`src/inc/ubm_pkg.sv`:
```
// Purpose: Shared constants and types for the UART baud and modem-line block
// Assumes: One 100 MHz core clock, synchronous active-high reset
// Notes: Register offsets are word addresses on the plain register port
package ubm_pkg;
    // ==========================================
    // Register map
    localparam logic [3:0] UBM_REG_CTRL = 4'h0;
    localparam logic [3:0] UBM_REG_BAUD = 4'h1;
    localparam logic [3:0] UBM_REG_STAT = 4'h2;
    localparam logic [3:0] UBM_REG_TXD = 4'h3;
    localparam logic [3:0] UBM_REG_RXD = 4'h4;
    localparam logic [3:0] UBM_REG_IRQ = 4'h5;
    localparam logic [3:0] UBM_REG_MASK = 4'h6;
    // ==========================================
    // Control fields
    localparam int UBM_CTRL_EN = 0;
    localparam int UBM_CTRL_BITS8 = 1;
    localparam int UBM_CTRL_PAR_LSB = 2;
    localparam int UBM_CTRL_STOP2 = 5;
    localparam int UBM_CTRL_FLOW_LSB = 6;
    localparam int UBM_CTRL_TERM = 8;
    localparam logic [8:0] UBM_CTRL_RESET = 9'h000;
    // ==========================================
    // Baud divisor: integer part and eighths
    localparam int UBM_FRAC_W = 3;
    localparam int UBM_INT_W = 16;
    localparam logic [15:0] UBM_DIV_MIN = 16'h0004;
    localparam logic [15:0] UBM_DIV_MAX = 16'h9C40;
    localparam logic [18:0] UBM_BAUD_RESET = 19'h00020;
    localparam real UBM_BAUD_MIN_KBAUD = 1.2;
    localparam real UBM_BAUD_MAX_MBAUD = 12.0;
    // ==========================================
    // Interrupt bits
    localparam int UBM_IRQ_TXDONE = 0;
    localparam int UBM_IRQ_RXFULL = 1;
    localparam int UBM_IRQ_PERR = 2;
    localparam int UBM_IRQ_RING = 3;
    localparam int UBM_IRQ_W = 4;
    // ==========================================
    // Enumerations
    typedef enum logic [2:0] {
        UBM_PAR_NONE = 3'h0,
        UBM_PAR_ODD = 3'h1,
        UBM_PAR_EVEN = 3'h2,
        UBM_PAR_HIGH = 3'h3,
        UBM_PAR_LOW = 3'h4
    } ubm_par_e;
    typedef enum logic [1:0] {
        UBM_FLOW_NONE = 2'h0,
        UBM_FLOW_RTSCTS = 2'h1,
        UBM_FLOW_DTRDSR = 2'h2
    } ubm_flow_e;
    typedef enum logic [2:0] {
        UBM_S_IDLE = 3'h0,
        UBM_S_LEAD = 3'h1,
        UBM_S_START = 3'h2,
        UBM_S_DATA = 3'h3,
        UBM_S_PAR = 3'h4,
        UBM_S_STOP = 3'h5
    } ubm_state_e;

    // Parity bit for a frame; data above bit 6 is masked when 7 bits
    function automatic logic ubm_parity(input logic [7:0] d, input logic bits8,
                                        input logic [2:0] mode);
        logic ones;
        ones = ^{d[7] & bits8, d[6:0]};
        unique case (mode)
            UBM_PAR_ODD: ubm_parity = ~ones;
            UBM_PAR_EVEN: ubm_parity = ones;
            UBM_PAR_HIGH: ubm_parity = 1'b1;
            default: ubm_parity = 1'b0;
        endcase
    endfunction : ubm_parity
endpackage : ubm_pkg

```
`src/inc/ubm_tick_if.sv`:
```
// Purpose: Bit-timing link between the top and its baud generators
// Assumes: Single clock domain
// Notes: restart realigns a generator at a frame edge
`timescale 1ns/100ps
`default_nettype none
interface ubm_tick_if;
    logic restart;
    logic half;
    logic tick;
    modport gen (input restart, output half, output tick);
    modport user (output restart, input half, input tick);
endinterface : ubm_tick_if
`default_nettype wire

```
`src/rtl/ubm_uart.sv`:
```
// Purpose: UART transceiver with fractional divisor, TX-active and modem lines
// Assumes: Inputs synchronous to core_clk; register port strobes one cycle
// Notes: One holding register each way; divisor clamps into 4..40000
// ==========================================
//
// The strobed register port and the register addresses were chosen for this implementation.
`timescale 1ns/100ps
`default_nettype none
module ubm_uart (
    // Clock and reset
    input wire logic core_clk,
    input wire logic rst,
    // Register port
    input wire logic [3:0] reg_addr,
    input wire logic [31:0] reg_wdata,
    input wire logic reg_wr,
    input wire logic reg_rd,
    output logic [31:0] reg_rdata,
    output logic irq,
    // Straps
    input wire logic interface_cfg_pin0,
    input wire logic interface_cfg_pin1,
    // Serial and modem pins
    input wire logic rxd,
    output logic txd,
    output logic tx_active,
    output logic receive_ready_n,
    input wire logic peer_ready_n,
    output logic terminal_ready_n,
    input wire logic peer_set_ready_n,
    input wire logic carrier_detect,
    input wire logic ring_indicate
);
    import ubm_pkg::*;

    // ==========================================
    // Registers
    logic [8:0] ctrl, next_ctrl;
    logic [18:0] baud, next_baud;
    logic [UBM_IRQ_W-1:0] irq_st, next_irq_st, irq_mask, next_irq_mask;
    logic [7:0] tx_hold, next_tx_hold, rx_hold, next_rx_hold;
    logic tx_full, next_tx_full, rx_full, next_rx_full;
    logic [31:0] next_rdata;
    logic uart_on, next_uart_on, cfg_done, next_cfg_done, ring_q, next_ring_q;
    logic [15:0] wr_int;

    // Clamp an integer divisor into the legal window
    function automatic logic [15:0] clamp_div(input logic [15:0] v);
        if (v < UBM_DIV_MIN) clamp_div = UBM_DIV_MIN;
        else if (v > UBM_DIV_MAX) clamp_div = UBM_DIV_MAX;
        else clamp_div = v;
    endfunction : clamp_div

    // Transmit and receive state
    ubm_state_e ts, next_ts, rs, next_rs;
    logic [7:0] tsh, next_tsh, rsh, next_rsh;
    logic [2:0] tcnt, next_tcnt, rcnt, next_rcnt;
    logic tbit, next_tbit, tact, next_tact;
    logic rpar, next_rpar;
    logic [7:0] tframe, next_tframe;
    logic tx_done, rx_done, rx_perr;
    logic tx_allowed, rx_busy;

    ubm_tick_if ttk ();
    ubm_tick_if rtk ();
    ubm_baud_gen u_tx_baud (
        .core_clk(core_clk), .rst(rst),
        .div_int(baud[18:3]), .div_frac(baud[2:0]), .tk(ttk.gen)
    );
    ubm_baud_gen u_rx_baud (
        .core_clk(core_clk), .rst(rst),
        .div_int(baud[18:3]), .div_frac(baud[2:0]), .tk(rtk.gen)
    );

    logic bits8, stop2, par_on;
    logic [2:0] par_mode;
    logic [1:0] flow;
    assign bits8 = ctrl[UBM_CTRL_BITS8];
    assign stop2 = ctrl[UBM_CTRL_STOP2];
    assign par_mode = ctrl[UBM_CTRL_PAR_LSB+2:UBM_CTRL_PAR_LSB];
    assign par_on = (par_mode != UBM_PAR_NONE);
    assign flow = ctrl[UBM_CTRL_FLOW_LSB+1:UBM_CTRL_FLOW_LSB];

    // ==========================================
    // Register port
    always_comb begin
        next_ctrl = ctrl;
        next_baud = baud;
        next_irq_mask = irq_mask;
        next_tx_hold = tx_hold;
        next_cfg_done = cfg_done;
        next_rdata = 32'h00000000;
        wr_int = clamp_div(reg_wdata[18:3]);
        next_irq_st = irq_st;
        if (reg_wr && reg_addr == UBM_REG_IRQ) next_irq_st = irq_st & ~reg_wdata[UBM_IRQ_W-1:0];
        // Set beats a same-cycle clear
        if (tx_done) next_irq_st[UBM_IRQ_TXDONE] = 1'b1;
        if (rx_done) next_irq_st[UBM_IRQ_RXFULL] = 1'b1;
        if (rx_perr) next_irq_st[UBM_IRQ_PERR] = 1'b1;
        if (ring_indicate && !ring_q) next_irq_st[UBM_IRQ_RING] = 1'b1;
        if (reg_wr) begin
            unique case (reg_addr)
                UBM_REG_CTRL: next_ctrl = reg_wdata[8:0];
                UBM_REG_BAUD: begin
                    // Low bits are eighths; finer fractions truncate downward
                    next_baud = {wr_int, reg_wdata[2:0]};
                    next_cfg_done = 1'b1;
                end
                UBM_REG_MASK: next_irq_mask = reg_wdata[UBM_IRQ_W-1:0];
                UBM_REG_TXD: next_tx_hold = reg_wdata[7:0];
                default: ;
            endcase
        end
        if (reg_rd) begin
            unique case (reg_addr)
                UBM_REG_CTRL: next_rdata = {23'h000000, ctrl};
                UBM_REG_BAUD: next_rdata = {13'h0000, baud};
                UBM_REG_STAT: next_rdata = {24'h000000, uart_on, tact, carrier_detect,
                                            ring_indicate, peer_set_ready_n, peer_ready_n,
                                            rx_full, tx_full};
                UBM_REG_RXD: next_rdata = {24'h000000, rx_hold};
                UBM_REG_IRQ: next_rdata = {28'h0000000, irq_st};
                UBM_REG_MASK: next_rdata = {28'h0000000, irq_mask};
                default: next_rdata = 32'h00000000;
            endcase
        end
    end
    assign irq = |(irq_st & irq_mask);

    // ==========================================
    // Holding flags
    always_comb begin
        next_tx_full = tx_full;
        next_rx_full = rx_full;
        next_rx_hold = rx_hold;
        if (ts == UBM_S_IDLE && tx_full && tx_allowed) next_tx_full = 1'b0;
        if (reg_wr && reg_addr == UBM_REG_TXD) next_tx_full = 1'b1;
        if (reg_rd && reg_addr == UBM_REG_RXD) next_rx_full = 1'b0;
        // Arrival beats a same-cycle read of the holding register
        if (rx_done && (!rx_full || (reg_rd && reg_addr == UBM_REG_RXD))) begin
            next_rx_full = 1'b1;
            next_rx_hold = bits8 ? rsh : {1'b0, rsh[7:1]};
        end
    end

    // Straps: 1x enables the serial port; pin1 is resampled every cycle
    assign next_uart_on = interface_cfg_pin1;
    assign next_ring_q = ring_indicate;

    // ==========================================
    // Transmitter
    assign tx_allowed = uart_on && cfg_done && ctrl[UBM_CTRL_EN]
        && !(flow == UBM_FLOW_RTSCTS && peer_ready_n)
        && !(flow == UBM_FLOW_DTRDSR && peer_set_ready_n);
    assign ttk.restart = (ts == UBM_S_LEAD);
    always_comb begin
        next_ts = ts;
        next_tsh = tsh;
        next_tcnt = tcnt;
        next_tbit = tbit;
        next_tact = tact;
        tx_done = 1'b0;
        unique case (ts)
            UBM_S_IDLE: if (tx_full && tx_allowed) begin
                next_ts = UBM_S_LEAD;
                next_tsh = tx_hold;
                next_tact = 1'b1;
            end
            UBM_S_LEAD: begin
                next_ts = UBM_S_START;
                next_tbit = 1'b0;
            end
            UBM_S_START: if (ttk.tick) begin
                next_ts = UBM_S_DATA;
                next_tbit = tsh[0];
                next_tcnt = 3'h0;
            end
            UBM_S_DATA: if (ttk.tick) begin
                next_tcnt = tcnt + 3'h1;
                next_tsh = {1'b0, tsh[7:1]};
                next_tbit = tsh[1];
                if (tcnt == (bits8 ? 3'h7 : 3'h6)) begin
                    next_ts = par_on ? UBM_S_PAR : UBM_S_STOP;
                    next_tbit = par_on ? ubm_parity(tframe, bits8, par_mode)
                                       : 1'b1;
                    next_tcnt = 3'h0;
                end
            end
            UBM_S_PAR: if (ttk.tick) begin
                next_ts = UBM_S_STOP;
                next_tbit = 1'b1;
                next_tcnt = 3'h0;
            end
            UBM_S_STOP: if (ttk.tick) begin
                next_tcnt = tcnt + 3'h1;
                if (tcnt == {2'b00, stop2}) begin
                    next_ts = UBM_S_IDLE;
                    next_tact = 1'b0;
                    tx_done = 1'b1;
                end
            end
            default: next_ts = UBM_S_IDLE;
        endcase
    end
    // Parity needs the original byte, kept apart from the shifter
    assign next_tframe = (ts == UBM_S_IDLE) ? tx_hold : tframe;

    // ==========================================
    // Receiver: start found on low, sampled at bit centres
    assign rtk.restart = (rs == UBM_S_IDLE);
    always_comb begin
        next_rs = rs;
        next_rsh = rsh;
        next_rcnt = rcnt;
        next_rpar = rpar;
        rx_done = 1'b0;
        rx_perr = 1'b0;
        unique case (rs)
            UBM_S_IDLE: if (!rxd && uart_on && ctrl[UBM_CTRL_EN]) next_rs = UBM_S_START;
            UBM_S_START: if (rtk.half) begin
                next_rs = rxd ? UBM_S_IDLE : UBM_S_DATA;
                next_rcnt = 3'h0;
            end
            UBM_S_DATA: if (rtk.half) begin
                next_rsh = {rxd, rsh[7:1]};
                next_rcnt = rcnt + 3'h1;
                if (rcnt == (bits8 ? 3'h7 : 3'h6)) next_rs = par_on ? UBM_S_PAR : UBM_S_STOP;
            end
            UBM_S_PAR: if (rtk.half) begin
                next_rpar = rxd;
                next_rs = UBM_S_STOP;
            end
            UBM_S_STOP: if (rtk.half) begin
                next_rs = UBM_S_IDLE;
                rx_done = 1'b1;
                rx_perr = par_on && (rpar != ubm_parity(bits8 ? rsh : {1'b0, rsh[7:1]},
                                                        bits8, par_mode));
            end
            default: next_rs = UBM_S_IDLE;
        endcase
    end
    assign rx_busy = (rs != UBM_S_IDLE);

    // ==========================================
    // Pins
    assign txd = tbit;
    assign tx_active = tact;
    // Not ready while the strap or UBM_CTRL_EN disables the port, or while a character is arriving with the holding register already full
    assign receive_ready_n = !(uart_on && ctrl[UBM_CTRL_EN] && !(rx_full && rx_busy));
    assign terminal_ready_n = !(uart_on && ctrl[UBM_CTRL_TERM]);

    always_ff @(posedge core_clk) begin
        if (rst) begin
            ctrl <= UBM_CTRL_RESET;
            baud <= UBM_BAUD_RESET;
            irq_st <= '0;
            irq_mask <= '0;
            tx_hold <= 8'h00;
            rx_hold <= 8'h00;
            tx_full <= 1'b0;
            rx_full <= 1'b0;
            reg_rdata <= 32'h00000000;
            uart_on <= 1'b0;
            cfg_done <= 1'b0;
            ring_q <= 1'b0;
            ts <= UBM_S_IDLE;
            rs <= UBM_S_IDLE;
            tsh <= 8'h00;
            rsh <= 8'h00;
            tcnt <= 3'h0;
            rcnt <= 3'h0;
            tbit <= 1'b1;
            tact <= 1'b0;
            rpar <= 1'b0;
            tframe <= 8'h00;
        end else begin
            ctrl <= next_ctrl;
            baud <= next_baud;
            irq_st <= next_irq_st;
            irq_mask <= next_irq_mask;
            tx_hold <= next_tx_hold;
            rx_hold <= next_rx_hold;
            tx_full <= next_tx_full;
            rx_full <= next_rx_full;
            reg_rdata <= next_rdata;
            uart_on <= next_uart_on;
            cfg_done <= next_cfg_done;
            ring_q <= next_ring_q;
            ts <= next_ts;
            rs <= next_rs;
            tsh <= next_tsh;
            rsh <= next_rsh;
            tcnt <= next_tcnt;
            rcnt <= next_rcnt;
            tbit <= next_tbit;
            tact <= next_tact;
            rpar <= next_rpar;
            tframe <= next_tframe;
        end
    end

    // ==========================================
    // Checks
    a_lead_start: assert property (@(posedge core_clk) disable iff (rst)
        $rose(tx_active) |-> txd ##1 !txd) else $error("tx_active not one cycle ahead");
    a_active_stop: assert property (@(posedge core_clk) disable iff (rst)
        $fell(tx_active) |-> txd && $past(txd)) else $error("tx_active fell off stop");
    a_cts_block: assert property (@(posedge core_clk) disable iff (rst)
        (flow == UBM_FLOW_RTSCTS && peer_ready_n && ts == UBM_S_IDLE) |=> ts == UBM_S_IDLE)
        else $error("frame began with peer not ready");
    a_dsr_block: assert property (@(posedge core_clk) disable iff (rst)
        (flow == UBM_FLOW_DTRDSR && peer_set_ready_n && ts == UBM_S_IDLE) |=> !$rose(tact))
        else $error("frame began without connection");
    a_div_range: assert property (@(posedge core_clk) disable iff (rst)
        baud[18:3] >= UBM_DIV_MIN && baud[18:3] <= UBM_DIV_MAX)
        else $error("divisor outside legal window");
    a_unconf_quiet: assert property (@(posedge core_clk) disable iff (rst)
        !cfg_done |-> txd && !tx_active) else $error("sent before configuration");
    a_rts_full: assert property (@(posedge core_clk) disable iff (rst)
        (rx_full && rx_busy) |-> receive_ready_n) else $error("ready while both full");
    a_dtr_term: assert property (@(posedge core_clk) disable iff (rst)
        $rose(ctrl[UBM_CTRL_TERM]) && uart_on |-> !terminal_ready_n)
        else $error("terminal ready not driven");
    a_ring_irq: assert property (@(posedge core_clk) disable iff (rst)
        $rose(ring_indicate) |=> irq_st[UBM_IRQ_RING]) else $error("ring lost");
endmodule : ubm_uart
`default_nettype wire

```
`src/rtl/ubm_baud_gen.sv`:
```
// Purpose: Fractional baud tick generator, divisor in eighths
// Assumes: Divisor already clamped to the legal range
// Notes: tick marks a bit boundary, half marks a bit centre
`timescale 1ns/100ps
`default_nettype none
module ubm_baud_gen (
    // Clock and reset
    input wire logic core_clk,
    input wire logic rst,
    // Divisor, integer and eighths
    input wire logic [ubm_pkg::UBM_INT_W-1:0] div_int,
    input wire logic [ubm_pkg::UBM_FRAC_W-1:0] div_frac,
    // Tick link
    ubm_tick_if.gen tk
);
    import ubm_pkg::*;
    logic [UBM_INT_W-1:0] cnt, next_cnt;
    logic [UBM_FRAC_W-1:0] acc, next_acc;
    logic [UBM_INT_W-1:0] period;
    logic [UBM_FRAC_W:0] sum;

    // ==========================================
    // Period stretch by one cycle when eighths overflow
    always_comb begin
        sum = {1'b0, acc} + {1'b0, div_frac};
        period = div_int + {{(UBM_INT_W-1){1'b0}}, sum[UBM_FRAC_W]};
        next_cnt = cnt + 16'h0001;
        next_acc = acc;
        if (tk.restart) begin
            next_cnt = 16'h0001;
            next_acc = '0;
        end else if (cnt >= period) begin
            next_cnt = 16'h0001;
            next_acc = sum[UBM_FRAC_W-1:0];
        end
    end
    assign tk.tick = !tk.restart && (cnt >= period);
    assign tk.half = !tk.restart && (cnt == {1'b0, div_int[UBM_INT_W-1:1]});

    always_ff @(posedge core_clk) begin
        if (rst) begin
            cnt <= 16'h0001;
            acc <= '0;
        end else begin
            cnt <= next_cnt;
            acc <= next_acc;
        end
    end

    // Minimum spacing: ticks never closer than four cycles, the smallest divisor
    a_tick_spacing: assert property (@(posedge core_clk) disable iff (rst)
        tk.tick |=> !tk.tick [*3]) else $error("baud ticks closer than four cycles");
endmodule : ubm_baud_gen
`default_nettype wire

```
`config.mk`:
```
export PLATFORM = sky130hd
export DESIGN_NAME = ubm_uart
export DESIGN_NICKNAME = d
export VERILOG_FILES = /design/src/inc/ubm_pkg.sv /design/src/inc/ubm_tick_if.sv /design/src/rtl/ubm_uart.sv /design/src/rtl/ubm_baud_gen.sv
export SDC_FILE = /design/constraint.sdc
export NUM_CORES = 1
export LEC_CHECK = 0
export ABC_AREA = 1
export BUFFER_PORTS_ARGS = -buffer_cell sky130_fd_sc_hd__buf_2
export CAP_MARGIN = 20
export CELL_PAD_IN_SITES_DETAIL_PLACEMENT = 1
export CELL_PAD_IN_SITES_GLOBAL_PLACEMENT = 1
export CORE_MARGIN = 10
export CORE_UTILIZATION = 43
export DETAILED_ROUTE_END_ITERATION = 7
export GPL_TIMING_DRIVEN = 0
export PLACE_DENSITY = 0.9
export SLEW_MARGIN = 20
export SYNTH_ARGS = -nofsm -noshare
export SYNTH_HDL_FRONTEND = slang
export SYNTH_SLANG_ARGS = --single-unit
```
`constraint.sdc`:
```
create_clock -name core_clk -period 4.3 [get_ports core_clk]
set_input_delay 0.645 -clock core_clk [delete_from_list [all_inputs] [get_ports core_clk]]
set_output_delay 0.645 -clock core_clk [all_outputs]
set_load 0.05 [all_outputs]
```
### Yosys cells after proc, flatten, opt, wreduce, memory -nomap -nowiden

Cells that the tools add are included.

* add/sub/neg operators: 8
* $lt $le $gt $ge: 4
* equality and inequality tests: 39
* mux-type cells: 62
* bitwise gates (word level): 8
* reductions and logical operators: 72

Operators with widths (number)
* $pmux 19 s6: 1
* $mux 3: 18
* $add 16x1->16: 2
* $add 16x1->16 const B: 2
* $ge 16x16->1: 2
* $mux 16: 2
* $mux 1: 27
* $ne 2x2->1 const B: 13
* $mux 8: 3
* $logic_and 1x1->1: 23
* $eq 3x2->1 const B: 6
* $pmux 3 s6: 1
* $reduce_bool 2->1: 9
* $eq 16x15->1: 1
* $gt 16x16->1 const B: 1
* $lt 16x3->1 const B: 1
* $pmux 8 s2: 1
* $reduce_xor 8->1: 2
* $pmux 3 s5: 1
* $eq 3x3->1 const B: 4
* $eq 4x3->1 const B: 3
* $reduce_and 2->1: 6
* $reduce_and 4->1: 3
* $logic_not 1->1: 10
* other kinds (33): 51

* register bits after elaboration: 166
* input port bits: 47
* output and inout bits: 37
* logic and storage cells: 222

### Longest topological paths before layout

* depth in word-level cells: 12
* gate-level depth with buffers: 26
* mapped depth without buffers: 26

### Hierarchy

A second synthesis with hierarchy kept.

* cell total of the unflattened synthesis: 1293
* area total of the unflattened synthesis: 9046.2 um2

Modules (own cells, without submodules)
* ubm_uart: instances 1, cells an instance 751, area each 5331.4 um2, seq. area each 2302.2 um2
* ubm_baud_gen at u_rx_baud: instances 1, cells an instance 271, area each 1871.8 um2, seq. area each 380.4 um2
* ubm_baud_gen at u_tx_baud: instances 1, cells an instance 271, area each 1843.0 um2, seq. area each 380.4 um2

### Worst setup path after synthesis

OpenSTA, ideal clock, no wires.

* kind: reg2reg
* start point: register baud[2]
* end point: register ts[0]
* setup time: 0.113 ns
* arrival: 3.183 ns
* required time: 4.187 ns
* slack: 1.004 ns
* stages on the path, launching flop included: 26
* path buffers: 1
* period minus slack after synthesis: 3.296 ns
* cell sequence: dfxtp_1 > ha_1 > nand3_1 > nand2_1 > ha_1 > ha_1 > inv_1 > nor2_1 > inv_1 > nor2_1 > inv_1 > nor2_1 > nand2_1 > xor2_1 > inv_1 > ha_1 > nand4_1 > nor3_1 > nand2_1 > nand3_1 > buf_4 > o21ai_0 > nor2_1 > nand2_1 > nand2_1 > nor2_1

* longest elaborated chain between the ends: 6
* elaborated cells on any way between the ends: 9
* those cells by class: 2 x add/sub; 1 x order compare; 4 x eq/ne; 2 x reduce/logical

RTL lines
* start, declared: RTL line ubm_uart.sv:39 `logic [18:0] baud, next_baud;`
* start signal, assigned: RTL line ubm_uart.sv:278 `baud <= next_baud;`
* $add 3x3->4 *: RTL line ubm_baud_gen.sv:25 `sum = {1'b0, acc} + {1'b0, div_frac};`
* $add 16x1->16 *: RTL line ubm_baud_gen.sv:26 `period = div_int + {{(UBM_INT_W-1){1'b0}}, sum[UBM_FRAC_W]};`
* $ge 16x16->1 *: RTL line ubm_baud_gen.sv:37 `assign tk.tick = !tk.restart && (cnt >= period);`
* $logic_and 1x1->1 *: RTL line ubm_baud_gen.sv:37
* $ne 2x2->1 (no line)
* $reduce_and 7->1 (no line) *
* end signal, assigned: RTL line ubm_uart.sv:289 `ts <= next_ts;`
* end, declared: RTL line ubm_uart.sv:55 `ubm_state_e ts, next_ts, rs, next_rs;`

Every way passes the cells marked *; elsewhere a longest branch is shown, timed or not.
A chain may end at the register's enable or synchronous reset.

### Worst setup path after layout

* start point: register baud[2]
* end point: register tcnt[1]

* longest elaborated chain between the ends: 6
* elaborated cells on any way between the ends: 8
* those cells by class: 2 x add/sub; 1 x order compare; 3 x eq/ne; 2 x reduce/logical

RTL lines
* $add 3x3->4 *: RTL line ubm_baud_gen.sv:25
* $add 16x1->16 *: RTL line ubm_baud_gen.sv:26
* $ge 16x16->1 *: RTL line ubm_baud_gen.sv:37
* $logic_and 1x1->1 *: RTL line ubm_baud_gen.sv:37
* $ne 2x1->1 (no line) / $ne 2x2->1 (equally long branches)
* $reduce_and 4->1 (no line) *
* end signal, assigned: RTL line ubm_uart.sv:293 `tcnt <= next_tcnt;`
* end, declared: RTL line ubm_uart.sv:57 `logic [2:0] tcnt, next_tcnt, rcnt, next_rcnt;`

Marked as above.

==> metrics.csv <==
metric;value;unit
insertion_delay;440;ps
cts_resized;1;
tns;0;ps
wire_per_inst;18.0;µm
cts.reportedPaths.clkPinSlew;70;ps
drt_first_pass_iters;5;
ys_async_sr_fraction;0;
drive_above_1_share;0.121;
antenna_cells;0;
floorplan.initialDensity;0.443;
fin_nets;1440;
die-area;26300;µm²
cts_hold_buf;0;
antenna_found_initial;1;
post_cts_buffers;0;
fmax;249;MHz
end_kind;flop;
root_buffer;clkbuf_16;
worstMarginPinSlew;976;ps
rsz0062_at_grt;no;
grt_usage;0.223;
maxSlewViolCount;0;
drc_errors;0;
crit_required;4610;ps
period_share;0.936;
syn_to_final_growth;15.0;%
worstPathArrival;4330;ps
cts_max_level;4;
start_kind;flop;
via_count;8900;
yosysWarnings;0;
yosys-top-cells-area;dfxtp_1 35%, nand2_1 12%, a21oi_1 6.7%, ha_1 6.6%, inv_1 6.5%;
grt_max_degree;17;
p_per_area;423;nW/µm²
outcome;complete, no violations;
netlist_area;8700;µm²
fin_crit;4020;ps
vias_per_cell;5.48;
place_congestion;0.917;
numCtsBuffers;17;
power_leakage;4.14;nW
drt_iter0_drc;477;
synth_cell_type_count;49;
pin_count;84;
vdd_ir_drop_max;262;µV
worstSetupPathType;reg2reg;
grt_first_pass_wirelength;47400;µm
hp-class;reg2reg;
yosys_register_bits;153;
final_util;0.509;
synth_edf_count;0;
synthCells;1259;
seq_area_frac_synth;0.352;
synth.avg_cell_area;6.91;µm²
rows;51;
drv_cap;0;
die_y;162;µm
tritoncts;built;
core_area;19700;µm²
clkSinkCount;153;
yosysTopAreaCell;dfxtp_1;
clock_skew;11.9;ps
dp_hpwl;22200;µm
setup_viol;0;
grt_pass1_vias;9456;
hold_violations;0;
drt-total-wl;29300;µm
grt-ovfl-total;0;
slew_headroom;0.344;
ant_nets;0;
netlist.area_leader.share;0.352;
fp.dieW;162;µm
portBuffers;55;
synth_ff_type;dfxtp_1;
crit_fanout;5;
clockBufferDepth;2;
cell usage in the layout, fill, tap and decap left out, drive strengths merged:
master and count:
a31oi 3, xnor2 11, o31ai 1, clkbuf 33, xor2 36, nor4b 1, a211oi 8, nor3 38
a221oi 2, o21a 1, fa 2, o21ai 87, conb 13, dfxtp 153, nand3 69, a2111oi 1
inv 166, nand2 284, o22ai 8, bufinv 2, nand3b 1, a21oi 117, nor4 5, nor3b 6
a41oi 2, buf 85, o211ai 4, o221ai 1, or2 7, o21bai 1, clkinv 4, clkinvlp 3
a311oi 1, nor2 131, ha 46, nand4 25
report_power, final:
part	internal [mW]	switching, mW	total [mW]
Combinational	0.329	0.727	1.06
Sequential	1.52	0.0888	1.61
Clock	0.877	0.695	1.57
Total	2.73	1.51	4.24
area by class of cell:
type / instances / area [µm²]
Clock inverter: 15 / 181
Sequential cell: 153 / 3060
Inverter: 160 / 601
Timing Repair Buffer: 55 / 275
Tap cell: 265 / 332
Multi-Input combinational cell: 912 / 4870
Clock buffer: 17 / 425
Buffer: 46 / 264
Fill cell: 2627 / 9650
worst max-delay path, stage by stage (launching register included):
cell	delay, ps
dfxtp_1	350
ha_1	350
nand3_1	80
nand2_1	70
ha_1	180
ha_2	220
inv_1	50
nor2_1	170
inv_1	80
nor2_1	120
inv_1	90
nor2_2	150
nand2_1	90
xor2_1	140
inv_1	70
ha_1	290
nand4_1	160
inv_1	80
a21oi_2	200
nand3_2	160
nand2_1	110
inv_1	60
o21ai_1	250
nand2_1	140
o21ai_1	150
nor2_1	70
registers in the layout (all words and copies together) (netlist names), 3 cells and up:
name and cells:
rx_hold 8, tframe 8, u_rx_baud.acc 3, tsh 8
u_rx_baud.cnt 16, ctrl 9, rcnt 3, u_tx_baud.cnt 16
irq_st 4, rsh 8, tx_hold 8, u_tx_baud.acc 3
rs 3, baud 19, reg_rdata 19, ts 3
tcnt 3, irq_mask 4
per-layer routing:
metal / up-vias / global-route usage / wire length [µm]
met5: - / 0 / 11
met4: 2 / 0.101 / 996
met3: 78 / 0.0498 / 1630
met2: 269 / 0.390 / 14500
met1: 4267 / 0.252 / 12100
li1: 4284 / - / -
kinds of logic (layout without fill, tap and decap cells):
| logic type | after synthesis | after routing | synth area share |
|---|---|---|---|
| simple gates | 567 | 567 | 0.284 |
| flops | 153 | 153 | 0.352 |
| fa+ha+maj | 48 | 48 | 0.0708 |
| xor+xnor | 47 | 47 | 0.0473 |
| other cells | 1 | 13 | 0.000431 |
| buf+inv | 206 | 293 | 0.0991 |
| compound gates | 237 | 237 | 0.146 |
cells in the mapped netlist, types with 8 or more instances:
| cell | count |
|---|---|
| clkbuf_1 | 16 |
| o22ai_1 | 8 |
| nor2_2 | 9 |
| buf_2 | 11 |
| xnor2_1 | 11 |
| o21ai_0 | 86 |
| nand3_1 | 67 |
| dfxtp_1 | 153 |
| inv_2 | 8 |
| nor2_1 | 120 |
| xor2_1 | 36 |
| a21oi_1 | 117 |
| nand2_1 | 282 |
| ha_1 | 46 |
| nand4_1 | 23 |
| buf_4 | 18 |
| inv_1 | 151 |
| nor3_1 | 37 |
path summary, 6_finish.rpt:
path                         from                      to  slack (ps)  depth (start not counted)
max          baud[2]$_SDFFE_PP0P_    tcnt[1]$_SDFFE_PP0P_         280                         25
min             ring_q$_SDFF_PP0_  irq_st[3]$_SDFFE_PP0P_         420                          1
max reg2reg  baud[2]$_SDFFE_PP0P_    tcnt[1]$_SDFFE_PP0P_         280                         25
min reg2reg     ring_q$_SDFF_PP0_  irq_st[3]$_SDFFE_PP0P_         420                          1
stage by stage:
stage / hold WS (ps) / instance area [µm²] / total power [mW] / setup slack [ps] / instances
after global placement: 390 / 9350 / 2.58 / 196 / 1591
after global routing: 438 / 10000 / 4.47 / 7.41 / 1623
after CTS: 419 / 9960 / 4.23 / 78.8 / 1623
final: 419 / 10000 / 4.24 / 276 / 1623
after detailed placement: 407 / 9350 / 2.64 / 18.7 / 1591
after floorplan: 388 / 8750 / 2.37 / 1000 / 1271
(Power assumes the default switching activity.)
